$ cat src/mcc_map.svh
`ifndef MCC_MAP_SVH
`define MCC_MAP_SVH
// How it works
// - One of six dim levels, one-hot on copy-output LED rows 2 to 7.
// - Configure mode, copy key held, source key 2..7 press sets dim level.
// - Talk to studio, talk to phones or slate also switch dim on.
// - Studio feed LED shows studio-follow setting; each press toggles it.
// - Mono latch bit picks held or toggle mono; mono LED shows it.
// - With auto dim off enabled, a level change clears an active key dim.
// - Configure mode dim LED shows the auto dim off enable.
// - Each comm key has a latch bit, shown on its LED, held or toggle.
// - Remote closures always act only while closed, latch bits ignored.
// - Copy and phones keys held two seconds restore defaults and exit.
// - Alternate page is shown only while the alt key is held.
// - Alt page talk-studio LED shows phones mix mode; its key toggles it.
// - Alt page slate LED shows tone enable; 50Hz tone while slate active.
// - Alt page phones LED 1 shows phones-follow; phones plus key 1 toggles.
// - Auto mute enabled mutes outputs while level knob sits at minimum.
// - Alt page phones plus key 5 toggles auto mute; LED 5 shows it.
// - Alt page phones LED 2 shows copy-follow; phones plus key 2 toggles.
// - Alt page phones LED 3 shows remote select enable, LED 4 its input.
// - Alt page phones plus key 4 swaps remote select input 6 and 7.
// - Remote select enabled takes remote input A to pick the source.
// - Configure entered by two second hold; function outputs but auto mute off, source and dim level still driven; LED flashes.
// - Remote select release reverts to the source chosen before it.

// Clock and timing figures.
`define MCC_CLK_KHZ 100000
`define MCC_HOLD_MS 2000
`define MCC_DEB_MS 10
`define MCC_TONE_HZ 50
`define MCC_BLINK_MS 250

// Positions in the key vector; source keys take positions 0 to 6.
`define MCC_K_COPY 7
`define MCC_K_PHONES 8
`define MCC_K_STUDIO 9
`define MCC_K_MONO 10
`define MCC_K_DIM 11
`define MCC_K_TS 12
`define MCC_K_TP 13
`define MCC_K_SLATE 14
`define MCC_K_ALT 15
`define MCC_K_CFG 16
`define MCC_K_REMA 17
`define MCC_K_REMB 18
`define MCC_NKEYS 19
`define MCC_PANEL_MASK 19'h1ffff

// Settings word fields; dim level takes bits 2:0.
`define MCC_S_STUDIO 3
`define MCC_S_MONO 4
`define MCC_S_ADO 5
`define MCC_S_LTS 6
`define MCC_S_LTP 7
`define MCC_S_LSL 8
`define MCC_S_TPMIX 9
`define MCC_S_TONE 10
`define MCC_S_HPF 11
`define MCC_S_CPF 12
`define MCC_S_RSEN 13
`define MCC_S_RS7 14
`define MCC_S_AMUTE 15
`define MCC_SET_DEFAULT 16'h0020

// APB register byte addresses.
`define MCC_A_SETTINGS 12'h000
`define MCC_A_STATUS 12'h004
`define MCC_A_CONTROL 12'h008
`endif

$ cat src/mcc_pkg.sv
package mcc_pkg;
    // Operating mode of the console.
    typedef enum logic [1:0] {
        MCC_NORMAL = 2'b01,
        MCC_CONFIG = 2'b10
    } mcc_mode_t;
    typedef logic [15:0] mcc_set_t;
endpackage : mcc_pkg

$ cat src/mcc_console_config.sv
// Design decisions made here: the APB interface to the registers and the placing of the registers.
`timescale 1ns/100ps
`include "mcc_map.svh"
module mcc_console_config
    import mcc_pkg::*;
#(
    parameter int DEB_CYC = `MCC_DEB_MS * `MCC_CLK_KHZ,
    parameter int HOLD_CYC = `MCC_HOLD_MS * `MCC_CLK_KHZ,
    parameter int TONE_CYC = `MCC_CLK_KHZ * 1000 / (2 * `MCC_TONE_HZ),
    parameter int BLINK_CYC = `MCC_BLINK_MS * `MCC_CLK_KHZ
) (
    input wire logic clk,
    input wire logic sys_rst,
    input wire logic [11:0] paddr,
    input wire logic psel,
    input wire logic penable,
    input wire logic pwrite,
    input wire logic [31:0] pwdata,
    output logic [31:0] prdata,
    output logic pready,
    output logic pslverr,
    input wire logic [6:0] source_select_keys,
    input wire logic copy_key,
    input wire logic headphone_select_key,
    input wire logic studio_feed_key,
    input wire logic mono_key,
    input wire logic dim_key,
    input wire logic talk_studio_key,
    input wire logic talk_phones_key,
    input wire logic slate_key,
    input wire logic alt_access_key,
    input wire logic configure_key,
    input wire logic remote_a,
    input wire logic remote_b,
    input wire logic level_moved,
    input wire logic level_at_min,
    output logic audio_on,
    output logic dim_on,
    output logic [2:0] dim_level,
    output logic mono_on,
    output logic talk_studio_on,
    output logic talk_phones_on,
    output logic slate_on,
    output logic tone_out,
    output logic mute_out,
    output logic [2:0] cr_source,
    output logic [15:0] settings,
    output logic [6:0] copy_led,
    output logic [6:0] phones_led,
    output logic studio_led,
    output logic mono_led,
    output logic dim_led,
    output logic [2:0] comm_led,
    output logic configure_led
);

    // Lowest numbered source key in a vector, or 7 when none.
    function automatic logic [2:0] first_key(input logic [6:0] k);
        logic [2:0] idx;
        idx = 3'h7;
        for (int i = 6; i >= 0; i--) begin
            if (k[i]) begin
                idx = 3'(i);
            end
        end
        return idx;
    endfunction : first_key

    // Dim level to LED rows 2..7 of the copy-output column.
    function automatic logic [6:0] dim_rows(input logic [2:0] lvl);
        logic [6:0] r;
        r = 7'h00;
        if (lvl < 3'h6) begin
            r = 7'(7'h02 << lvl);
        end
        return r;
    endfunction : dim_rows

    logic [`MCC_NKEYS-1:0] raw;
    logic [`MCC_NKEYS-1:0] s1_q;
    logic [`MCC_NKEYS-1:0] s2_q;
    logic [`MCC_NKEYS-1:0] samp_q;
    logic [`MCC_NKEYS-1:0] deb_q;
    logic [`MCC_NKEYS-1:0] prev_q;
    logic [`MCC_NKEYS-1:0] k;
    logic [`MCC_NKEYS-1:0] kp;
    logic [27:0] deb_cnt_q;
    logic [27:0] hold_cnt_q;
    logic [27:0] tone_cnt_q;
    logic [27:0] blink_cnt_q;
    logic hold_cond;
    logic hold_done;
    mcc_mode_t mode_q;
    mcc_set_t cur_q;
    mcc_set_t pend_q;
    logic lock_q;
    logic dim_q;
    logic mono_lat_q;
    logic ts_lat_q;
    logic tp_lat_q;
    logic sl_lat_q;
    logic [2:0] cr_src_q;
    logic tone_q;
    logic blink_q;
    logic in_cfg;
    logic alt;
    logic [2:0] skey;
    logic [2:0] rs_target;
    logic rs_act;
    logic ts_act;
    logic tp_act;
    logic sl_act;
    logic mono_act;
    logic [31:0] status;
    logic acc;

    // All keys and closures as one vector.
    assign raw = {remote_b, remote_a, configure_key, alt_access_key,
        slate_key, talk_phones_key, talk_studio_key, dim_key, mono_key,
        studio_feed_key, headphone_select_key, copy_key,
        source_select_keys};

    // Two-stage synchroniser for every key.
    always_ff @(posedge clk) begin
        if (sys_rst) begin
            s1_q <= '0;
            s2_q <= '0;
        end else begin
            s1_q <= raw;
            s2_q <= s1_q;
        end
    end

    // Debounce: a level is accepted when two samples a tick apart agree.
    // This costs one counter for all keys instead of one per key.
    always_ff @(posedge clk) begin
        if (sys_rst) begin
            deb_cnt_q <= '0;
            samp_q <= '0;
            deb_q <= '0;
        end else if (deb_cnt_q == 28'(DEB_CYC - 1)) begin
            deb_cnt_q <= '0;
            samp_q <= s2_q;
            deb_q <= (deb_q & ~(samp_q ^ s2_q)) | (s2_q & ~(samp_q ^ s2_q));
        end else begin
            deb_cnt_q <= deb_cnt_q + 28'h1;
        end
    end

    // Press edges; software lockout silences the panel but not remotes.
    always_ff @(posedge clk) begin
        if (sys_rst) begin
            prev_q <= '0;
        end else begin
            prev_q <= k;
        end
    end
    assign k = lock_q ? (deb_q & ~`MCC_PANEL_MASK) : deb_q;
    assign kp = k & ~prev_q;

    assign in_cfg = (mode_q == MCC_CONFIG);
    assign alt = k[`MCC_K_ALT];
    assign skey = first_key(kp[6:0]);

    // Hold timer: configure key in normal mode, copy plus
    // phones in configure mode.
    assign hold_cond = in_cfg ? (k[`MCC_K_COPY] & k[`MCC_K_PHONES])
                              : k[`MCC_K_CFG];
    assign hold_done = hold_cond && (hold_cnt_q == 28'(HOLD_CYC - 1));

    always_ff @(posedge clk) begin
        if (sys_rst) begin
            hold_cnt_q <= '0;
        end else if (!hold_cond || hold_done) begin
            hold_cnt_q <= '0;
        end else begin
            hold_cnt_q <= hold_cnt_q + 28'h1;
        end
    end

    // Mode sequencing; settings commit only on exit.
    always_ff @(posedge clk) begin
        if (sys_rst) begin
            mode_q <= MCC_NORMAL;
            cur_q <= `MCC_SET_DEFAULT;
        end else begin
            unique case (mode_q)
                MCC_NORMAL: begin
                    if (hold_done) begin
                        mode_q <= MCC_CONFIG;
                    end
                end
                MCC_CONFIG: begin
                    if (hold_done) begin
                        cur_q <= `MCC_SET_DEFAULT;
                        mode_q <= MCC_NORMAL;
                    end else if (kp[`MCC_K_CFG]) begin
                        cur_q <= pend_q;
                        mode_q <= MCC_NORMAL;
                    end
                end
            endcase
        end
    end

    // Settings copy edited from the panel.
    always_ff @(posedge clk) begin
        if (sys_rst) begin
            pend_q <= `MCC_SET_DEFAULT;
        end else if (!in_cfg) begin
            pend_q <= cur_q;
        end else if (hold_done) begin
            pend_q <= `MCC_SET_DEFAULT;
        end else if (!alt) begin
            if (k[`MCC_K_COPY] && skey != 3'h7 && skey != 3'h0) begin
                pend_q[2:0] <= skey - 3'h1;
            end
            if (kp[`MCC_K_STUDIO]) begin
                pend_q[`MCC_S_STUDIO] <= ~pend_q[`MCC_S_STUDIO];
            end
            if (kp[`MCC_K_MONO]) begin
                pend_q[`MCC_S_MONO] <= ~pend_q[`MCC_S_MONO];
            end
            if (kp[`MCC_K_DIM]) begin
                pend_q[`MCC_S_ADO] <= ~pend_q[`MCC_S_ADO];
            end
            if (kp[`MCC_K_TS]) begin
                pend_q[`MCC_S_LTS] <= ~pend_q[`MCC_S_LTS];
            end
            if (kp[`MCC_K_TP]) begin
                pend_q[`MCC_S_LTP] <= ~pend_q[`MCC_S_LTP];
            end
            if (kp[`MCC_K_SLATE]) begin
                pend_q[`MCC_S_LSL] <= ~pend_q[`MCC_S_LSL];
            end
        end else begin
            if (kp[`MCC_K_TS]) begin
                pend_q[`MCC_S_TPMIX] <= ~pend_q[`MCC_S_TPMIX];
            end
            if (kp[`MCC_K_SLATE]) begin
                pend_q[`MCC_S_TONE] <= ~pend_q[`MCC_S_TONE];
            end
            if (k[`MCC_K_PHONES]) begin
                if (kp[0]) begin
                    pend_q[`MCC_S_HPF] <= ~pend_q[`MCC_S_HPF];
                end
                if (kp[1]) begin
                    pend_q[`MCC_S_CPF] <= ~pend_q[`MCC_S_CPF];
                end
                if (kp[2]) begin
                    pend_q[`MCC_S_RSEN] <= ~pend_q[`MCC_S_RSEN];
                end
                if (kp[3]) begin
                    pend_q[`MCC_S_RS7] <= ~pend_q[`MCC_S_RS7];
                end
                if (kp[4]) begin
                    pend_q[`MCC_S_AMUTE] <= ~pend_q[`MCC_S_AMUTE];
                end
            end
        end
    end

    // Remote select target: source index 5 is input 6, index 6 input 7.
    assign rs_target = cur_q[`MCC_S_RS7] ? 3'h6 : 3'h5;
    assign rs_act = cur_q[`MCC_S_RSEN] & k[`MCC_K_REMA];

    // Dim latch: the dim key toggles it in normal mode; a level change clears it
    // only a key dim, never a comm dim.
    always_ff @(posedge clk) begin
        if (sys_rst) begin
            dim_q <= 1'b0;
        end else if (in_cfg) begin
            dim_q <= dim_q;
        end else if (kp[`MCC_K_DIM]) begin
            dim_q <= ~dim_q;
        end else if (cur_q[`MCC_S_ADO] && dim_q && level_moved) begin
            dim_q <= 1'b0;
        end
    end

    // Latched states of mono and the comm keys; cleared when the latch
    // bit is off, so latching starts from off.
    always_ff @(posedge clk) begin
        if (sys_rst || in_cfg) begin
            mono_lat_q <= 1'b0;
            ts_lat_q <= 1'b0;
            tp_lat_q <= 1'b0;
            sl_lat_q <= 1'b0;
        end else begin
            mono_lat_q <= cur_q[`MCC_S_MONO] &
                (mono_lat_q ^ kp[`MCC_K_MONO]);
            ts_lat_q <= cur_q[`MCC_S_LTS] &
                (ts_lat_q ^ kp[`MCC_K_TS]);
            tp_lat_q <= cur_q[`MCC_S_LTP] &
                (tp_lat_q ^ kp[`MCC_K_TP]);
            sl_lat_q <= cur_q[`MCC_S_LSL] &
                (sl_lat_q ^ kp[`MCC_K_SLATE]);
        end
    end

    // Function activity; remote closures act only while present.
    assign mono_act = cur_q[`MCC_S_MONO] ? mono_lat_q : k[`MCC_K_MONO];
    assign ts_act = (cur_q[`MCC_S_LTS] ? ts_lat_q : k[`MCC_K_TS]) |
        (k[`MCC_K_REMA] & ~cur_q[`MCC_S_RSEN]);
    assign tp_act = (cur_q[`MCC_S_LTP] ? tp_lat_q : k[`MCC_K_TP]) |
        k[`MCC_K_REMB];
    assign sl_act = cur_q[`MCC_S_LSL] ? sl_lat_q : k[`MCC_K_SLATE];

    // Control room selection held aside so a remote select can revert.
    // The target key is unusable while remote select is on.
    always_ff @(posedge clk) begin
        if (sys_rst) begin
            cr_src_q <= 3'h0;
        end else if (!in_cfg && skey != 3'h7 && !k[`MCC_K_PHONES] &&
                     !k[`MCC_K_COPY] && !rs_act &&
                     !(cur_q[`MCC_S_RSEN] && skey == rs_target)) begin
            cr_src_q <= skey;
        end
    end

    // Slate tone square wave, free running.
    always_ff @(posedge clk) begin
        if (sys_rst) begin
            tone_cnt_q <= '0;
            tone_q <= 1'b0;
        end else if (tone_cnt_q == 28'(TONE_CYC - 1)) begin
            tone_cnt_q <= '0;
            tone_q <= ~tone_q;
        end else begin
            tone_cnt_q <= tone_cnt_q + 28'h1;
        end
    end

    // Flash timebase for the configure LED.
    always_ff @(posedge clk) begin
        if (sys_rst) begin
            blink_cnt_q <= '0;
            blink_q <= 1'b0;
        end else if (blink_cnt_q == 28'(BLINK_CYC - 1)) begin
            blink_cnt_q <= '0;
            blink_q <= ~blink_q;
        end else begin
            blink_cnt_q <= blink_cnt_q + 28'h1;
        end
    end

    // Function outputs; all on/off flags but mute_out off in configure mode, cr_source and dim_level still driven.
    always_ff @(posedge clk) begin
        if (sys_rst) begin
            audio_on <= 1'b0;
            dim_on <= 1'b0;
            mono_on <= 1'b0;
            talk_studio_on <= 1'b0;
            talk_phones_on <= 1'b0;
            slate_on <= 1'b0;
            tone_out <= 1'b0;
            mute_out <= 1'b0;
            cr_source <= 3'h0;
            dim_level <= 3'h0;
            settings <= '0;
        end else begin
            audio_on <= !in_cfg;
            dim_on <= !in_cfg && (dim_q || ts_act || tp_act || sl_act);
            mono_on <= !in_cfg && mono_act;
            talk_studio_on <= !in_cfg && ts_act;
            talk_phones_on <= !in_cfg && tp_act;
            slate_on <= !in_cfg && sl_act;
            tone_out <= !in_cfg && sl_act && cur_q[`MCC_S_TONE] &&
                tone_q;
            mute_out <= cur_q[`MCC_S_AMUTE] && level_at_min;
            cr_source <= rs_act ? rs_target : cr_src_q;
            dim_level <= cur_q[2:0];
            settings <= cur_q;
        end
    end

    // Panel LEDs: function state normally, settings in configure mode,
    // alt page only while alt is held.
    always_ff @(posedge clk) begin
        if (sys_rst) begin
            copy_led <= '0;
            phones_led <= '0;
            studio_led <= 1'b0;
            mono_led <= 1'b0;
            dim_led <= 1'b0;
            comm_led <= '0;
            configure_led <= 1'b0;
        end else if (!in_cfg) begin
            copy_led <= '0;
            phones_led <= '0;
            studio_led <= 1'b0;
            mono_led <= mono_act;
            dim_led <= dim_q || ts_act || tp_act || sl_act;
            comm_led <= {sl_act, tp_act, ts_act};
            configure_led <= 1'b0;
        end else if (alt) begin
            copy_led <= '0;
            phones_led <= {2'b00, pend_q[`MCC_S_AMUTE], pend_q[`MCC_S_RS7],
                pend_q[`MCC_S_RSEN], pend_q[`MCC_S_CPF],
                pend_q[`MCC_S_HPF]};
            studio_led <= 1'b0;
            mono_led <= 1'b0;
            dim_led <= 1'b0;
            comm_led <= {pend_q[`MCC_S_TONE], 1'b0,
                pend_q[`MCC_S_TPMIX]};
            configure_led <= blink_q;
        end else begin
            copy_led <= dim_rows(pend_q[2:0]);
            phones_led <= '0;
            studio_led <= pend_q[`MCC_S_STUDIO];
            mono_led <= pend_q[`MCC_S_MONO];
            dim_led <= pend_q[`MCC_S_ADO];
            comm_led <= {pend_q[`MCC_S_LSL], pend_q[`MCC_S_LTP],
                pend_q[`MCC_S_LTS]};
            configure_led <= blink_q;
        end
    end

    // Status word for software.
    assign status = {19'h0, rs_act, 1'b0, cr_source, 1'b0, slate_on,
        talk_phones_on, talk_studio_on, mono_on, dim_on, mode_q};

    // APB slave: zero wait states; read data captured in setup phase.
    assign acc = psel && penable;
    assign pready = 1'b1;
    assign pslverr = acc && paddr != `MCC_A_SETTINGS &&
        paddr != `MCC_A_STATUS && paddr != `MCC_A_CONTROL;

    always_ff @(posedge clk) begin
        if (sys_rst) begin
            prdata <= '0;
        end else if (psel && !penable && !pwrite) begin
            unique case (paddr)
                `MCC_A_SETTINGS: prdata <= {16'h0, cur_q};
                `MCC_A_STATUS: prdata <= status;
                `MCC_A_CONTROL: prdata <= {31'h0, lock_q};
                default: prdata <= '0;
            endcase
        end
    end

    // Control register: bit 0 locks out the panel keys.
    always_ff @(posedge clk) begin
        if (sys_rst) begin
            lock_q <= 1'b0;
        end else if (acc && pwrite && paddr == `MCC_A_CONTROL) begin
            lock_q <= pwdata[0];
        end
    end

endmodule : mcc_console_config

$ cat config.mk
export PLATFORM = sky130hd
export DESIGN_NAME = mcc_console_config
export DESIGN_NICKNAME = d
export VERILOG_FILES = /design/src/mcc_pkg.sv /design/src/mcc_console_config.sv
export VERILOG_INCLUDE_DIRS = /design/src
export SDC_FILE = /design/constraint.sdc
export NUM_CORES = 1
export LEC_CHECK = 0
export ABC_AREA = 1
export BUFFER_PORTS_ARGS = -buffer_cell sky130_fd_sc_hd__buf_4
export CORE_ASPECT_RATIO = 2
export CORE_MARGIN = 1
export CORE_UTILIZATION = 30
export CTS_CLUSTER_DIAMETER = 30
export DETAILED_ROUTE_END_ITERATION = 8
export HOLD_SLACK_MARGIN = 0.08
export SYNTH_ARGS = -nofsm -noshare
export SYNTH_HDL_FRONTEND = slang
export SYNTH_SLANG_ARGS = --single-unit
$ cat constraint.sdc
create_clock -name clk -period 2.2 [get_ports clk]
set_input_delay 0.11 -clock clk [delete_from_list [all_inputs] [get_ports clk]]
set_output_delay 0.11 -clock clk [all_outputs]
set_load 0.1 [all_outputs]
==> results.tsv <==
metric	value	unit
outcome	finished clean	
r2r_end	pend_q[2]	
power_density	796.3	mW/mm²
rrSetupSlack	0.09	ns
hold_path.class	primary input to flop	
drcViolationCount	0	
finalCritPeriodShare	95.72	%
p_int	0.009647	W
die_width	149.4	µm
final_cells	2440	
seqPwrFrac	44.0	%
insertion_delay	0.58	ns
drtIter0Drc	458	
firstDrtPassIters	5	
fin_area	0.01616	mm²
vias_per_cell	4.615	
final_common_cell	dfxtp_1	
p_leak	6.351	nW
hp-start	paddr[2]	
setup_tns	0	ns
tightest_slew	0.6773	ns
pwr-share-comb	3.9	%
yosys_warnings	0	
die_h	296.9	µm
reg2reg_depth	13	
die_area	0.04436	mm²
hold_viol	0	
worstSetupPathType	flop to flop	
clk_pin_slew_worst_paths	0.06	ns
cts_sinks	308	
multi_input_area	0.005727	mm²
cts_buffers	41	
coreArea	0.04271	mm²
syn2layout_area_growth	23.91	%
placed_cells	2336	
synth.avg_cell_area	7.614	µm²
start_util	30.54	%
tritoncts	yes	
worstSetupEndpointType	flop	
synth-seq-area-share	47.28	%
clockBufferDepth	3	
grt_max_degree	59	
vias	11260	
sw_frac_of_total	25.03	%
grt_pass1_wl	52360	µm
clockPowerShare	52.1	%
fin_crit	2.106	ns
synth_edf_count	0	
cp.arrival	2.57	ns
antenna_found_initial	0	
grt_usage	14.37	%
antenna_cells	0	
skew	0.04036	ns
drt-total-wl	31360	µm
switchingPower	0.003221	W
setup_viol	0	
wl_per_cell	12.85	µm
boundaryPins	155	
ir_worst_vdd	0.4815	mV
slew_violations	0	
final_cell_mix	dfxtp_1, nand2_1, nor2_1	
numPortBuffers	103	
fmax	474.8	MHz
reg2reg_from	lock_q	
synthCells	1713	
slew-limit-headroom	54.84	%
maxCapViolCount	0	
async_reset_ff_share	0	%
htreeDepth	2	
num-fill-cells	4418	
final_antenna_net_count	0	
cp.required	2.66	ns
fin_nets	1961	
syn-cell-area	0.01304	mm²
synth_seq_cells	308	
synth_cell_type_count	51	
ff_latch_area	0.006167	mm²
cp_max_fo	13	
overflow	0	
hold_path_depth	6	
cp-start-kind	flop	
hold_end	prdata[6]	
dp_hpwl	23040	µm
gp_congestion	0.8435	
synthFlopType	dfxtp_1	
drive_above_1_share	14.51	%
cts-root-buf	clkbuf_16	
post-route-util	37.84	%
place_area	0.01444	mm²
rows	107	
grt_pass1_vias	11310	
-- synthesized netlist by cell type (14+ instances only) --
master    instances  area (µm²)
inv_1           208       780.8
a21oi_1         101       505.5
dfxtp_1         308        6166
xor2_1           35       306.5
nand3_1          63       315.3
nand2_1         306        1149
buf_4            25       187.7
nor3_1           49       245.2
nor3b_1          16       120.1
nand4_1          29       181.4
nor2_1          277        1040
o22ai_1          19       118.9
nor4_1           15       93.84
or2_2            15       93.84
ha_1             26       325.3
xnor2_1          14       122.6
o21ai_0          74       370.4
buf_2            18       90.09
clkbuf_1         24       90.09
-- worst max-delay path, stage by stage, from the launching register on --
cell	delay [ns]
dfxtp_2	0.33
inv_4	0.08
buf_2	0.17
buf_4	0.16
nand2_1	0.11
inv_1	0.08
nand3_1	0.13
o21ai_2	0.12
nand3_2	0.15
nand2_4	0.13
buf_4	0.22
o22ai_1	0.10
a21oi_1	0.14
nor2_1	0.06
-- per-stage QoR --
stage	total power, W	hold WS, ns	setup slack, ns
CTS	0.01306	0.1562	0.09940
detailed placement	0.006261	0.3222	0.2004
global placement	0.006255	0.3177	0.2073
floorplan	0.006150	0.1939	0.3353
finish	0.01287	0.1812	0.09406
global route	0.01332	0.2190	-0.01467
-- cell families (layout without fill, tap and decap cells) --
family | Yosys count | after routing | synth area share (%)
adder cells (fa/ha/maj) | 26 | 26 | 2.494
XOR/XNOR | 49 | 49 | 3.290
flip-flops | 308 | 308 | 47.28
other | 2 | 20 | 0.05758
AO/OA/AOI/OAI | 223 | 223 | 9.267
AND/OR/NAND/NOR | 817 | 817 | 28.19
buffers and inverters | 288 | 452 | 9.421
-- layer usage --
| layer | vias to the layer above | track usage, % | part of all wire [%] |
|---|---|---|---|
| li1 | 5757 | - | - |
| met4 | 0 | 7.847 | 4.6 |
| met3 | 93 | 2.012 | 3.6 |
| met1 | 5163 | 13.79 | 37 |
| met5 | - | 0 | 0 |
| met2 | 248 | 28.24 | 54 |
-- worst max path at each step --
stage                     startpoint           to  slack, ns  depth (start not counted)
after floorplan               lock_q  cr_src_q[0]       0.34                         17
after global placement        lock_q    pend_q[0]       0.21                         18
after detailed placement      lock_q    pend_q[2]       0.20                         12
after CTS                  mode_q[1]        dim_q        0.1                          7
after global routing          lock_q    pend_q[2]      -0.01                         13
final                         lock_q    pend_q[2]       0.09                         13
-- final cells by class --
| type | count | area share, % |
|---|---|---|
| sequential | 308 | 38.16 |
| multi-input combinational | 1135 | 35.44 |
| timing repair buffer | 163 | 8.439 |
| clock buffer | 44 | 6.542 |
| inverter | 216 | 5.071 |
| tap | 545 | 4.220 |
| clock inverter | 29 | 2.129 |
-- state kept, by name, indices dropped and copies added (netlist names), 16 cells and up --
register / flops
pend_q: 16
s2_q: 19
samp_q: 19
deb_cnt_q: 28
tone_cnt_q: 28
cur_q: 16
s1_q: 19
hold_cnt_q: 28
blink_cnt_q: 28
deb_q: 19
prdata: 16
-- power by group through the flow --
stage                     clock (W)  combinational [W]  sequential, W
after floorplan                   0           0.000329        0.00582
after global placement            0           0.000472        0.00578
after detailed placement          0           0.000477        0.00578
after CTS                   0.00689           0.000513        0.00566
after global routing        0.00711           0.000549        0.00566
final                       0.00670           0.000507        0.00566
-- timing repair --
action                                  4_1_cts  5_1_grt
buffers inserted                              0        4
endpoints found under the hold margin        43        0
endpoints found under the setup margin        0        6
hold buffers                                 27        0
gates resized for setup                       0        9
Note: power is estimated with default switching activity, not from simulation.
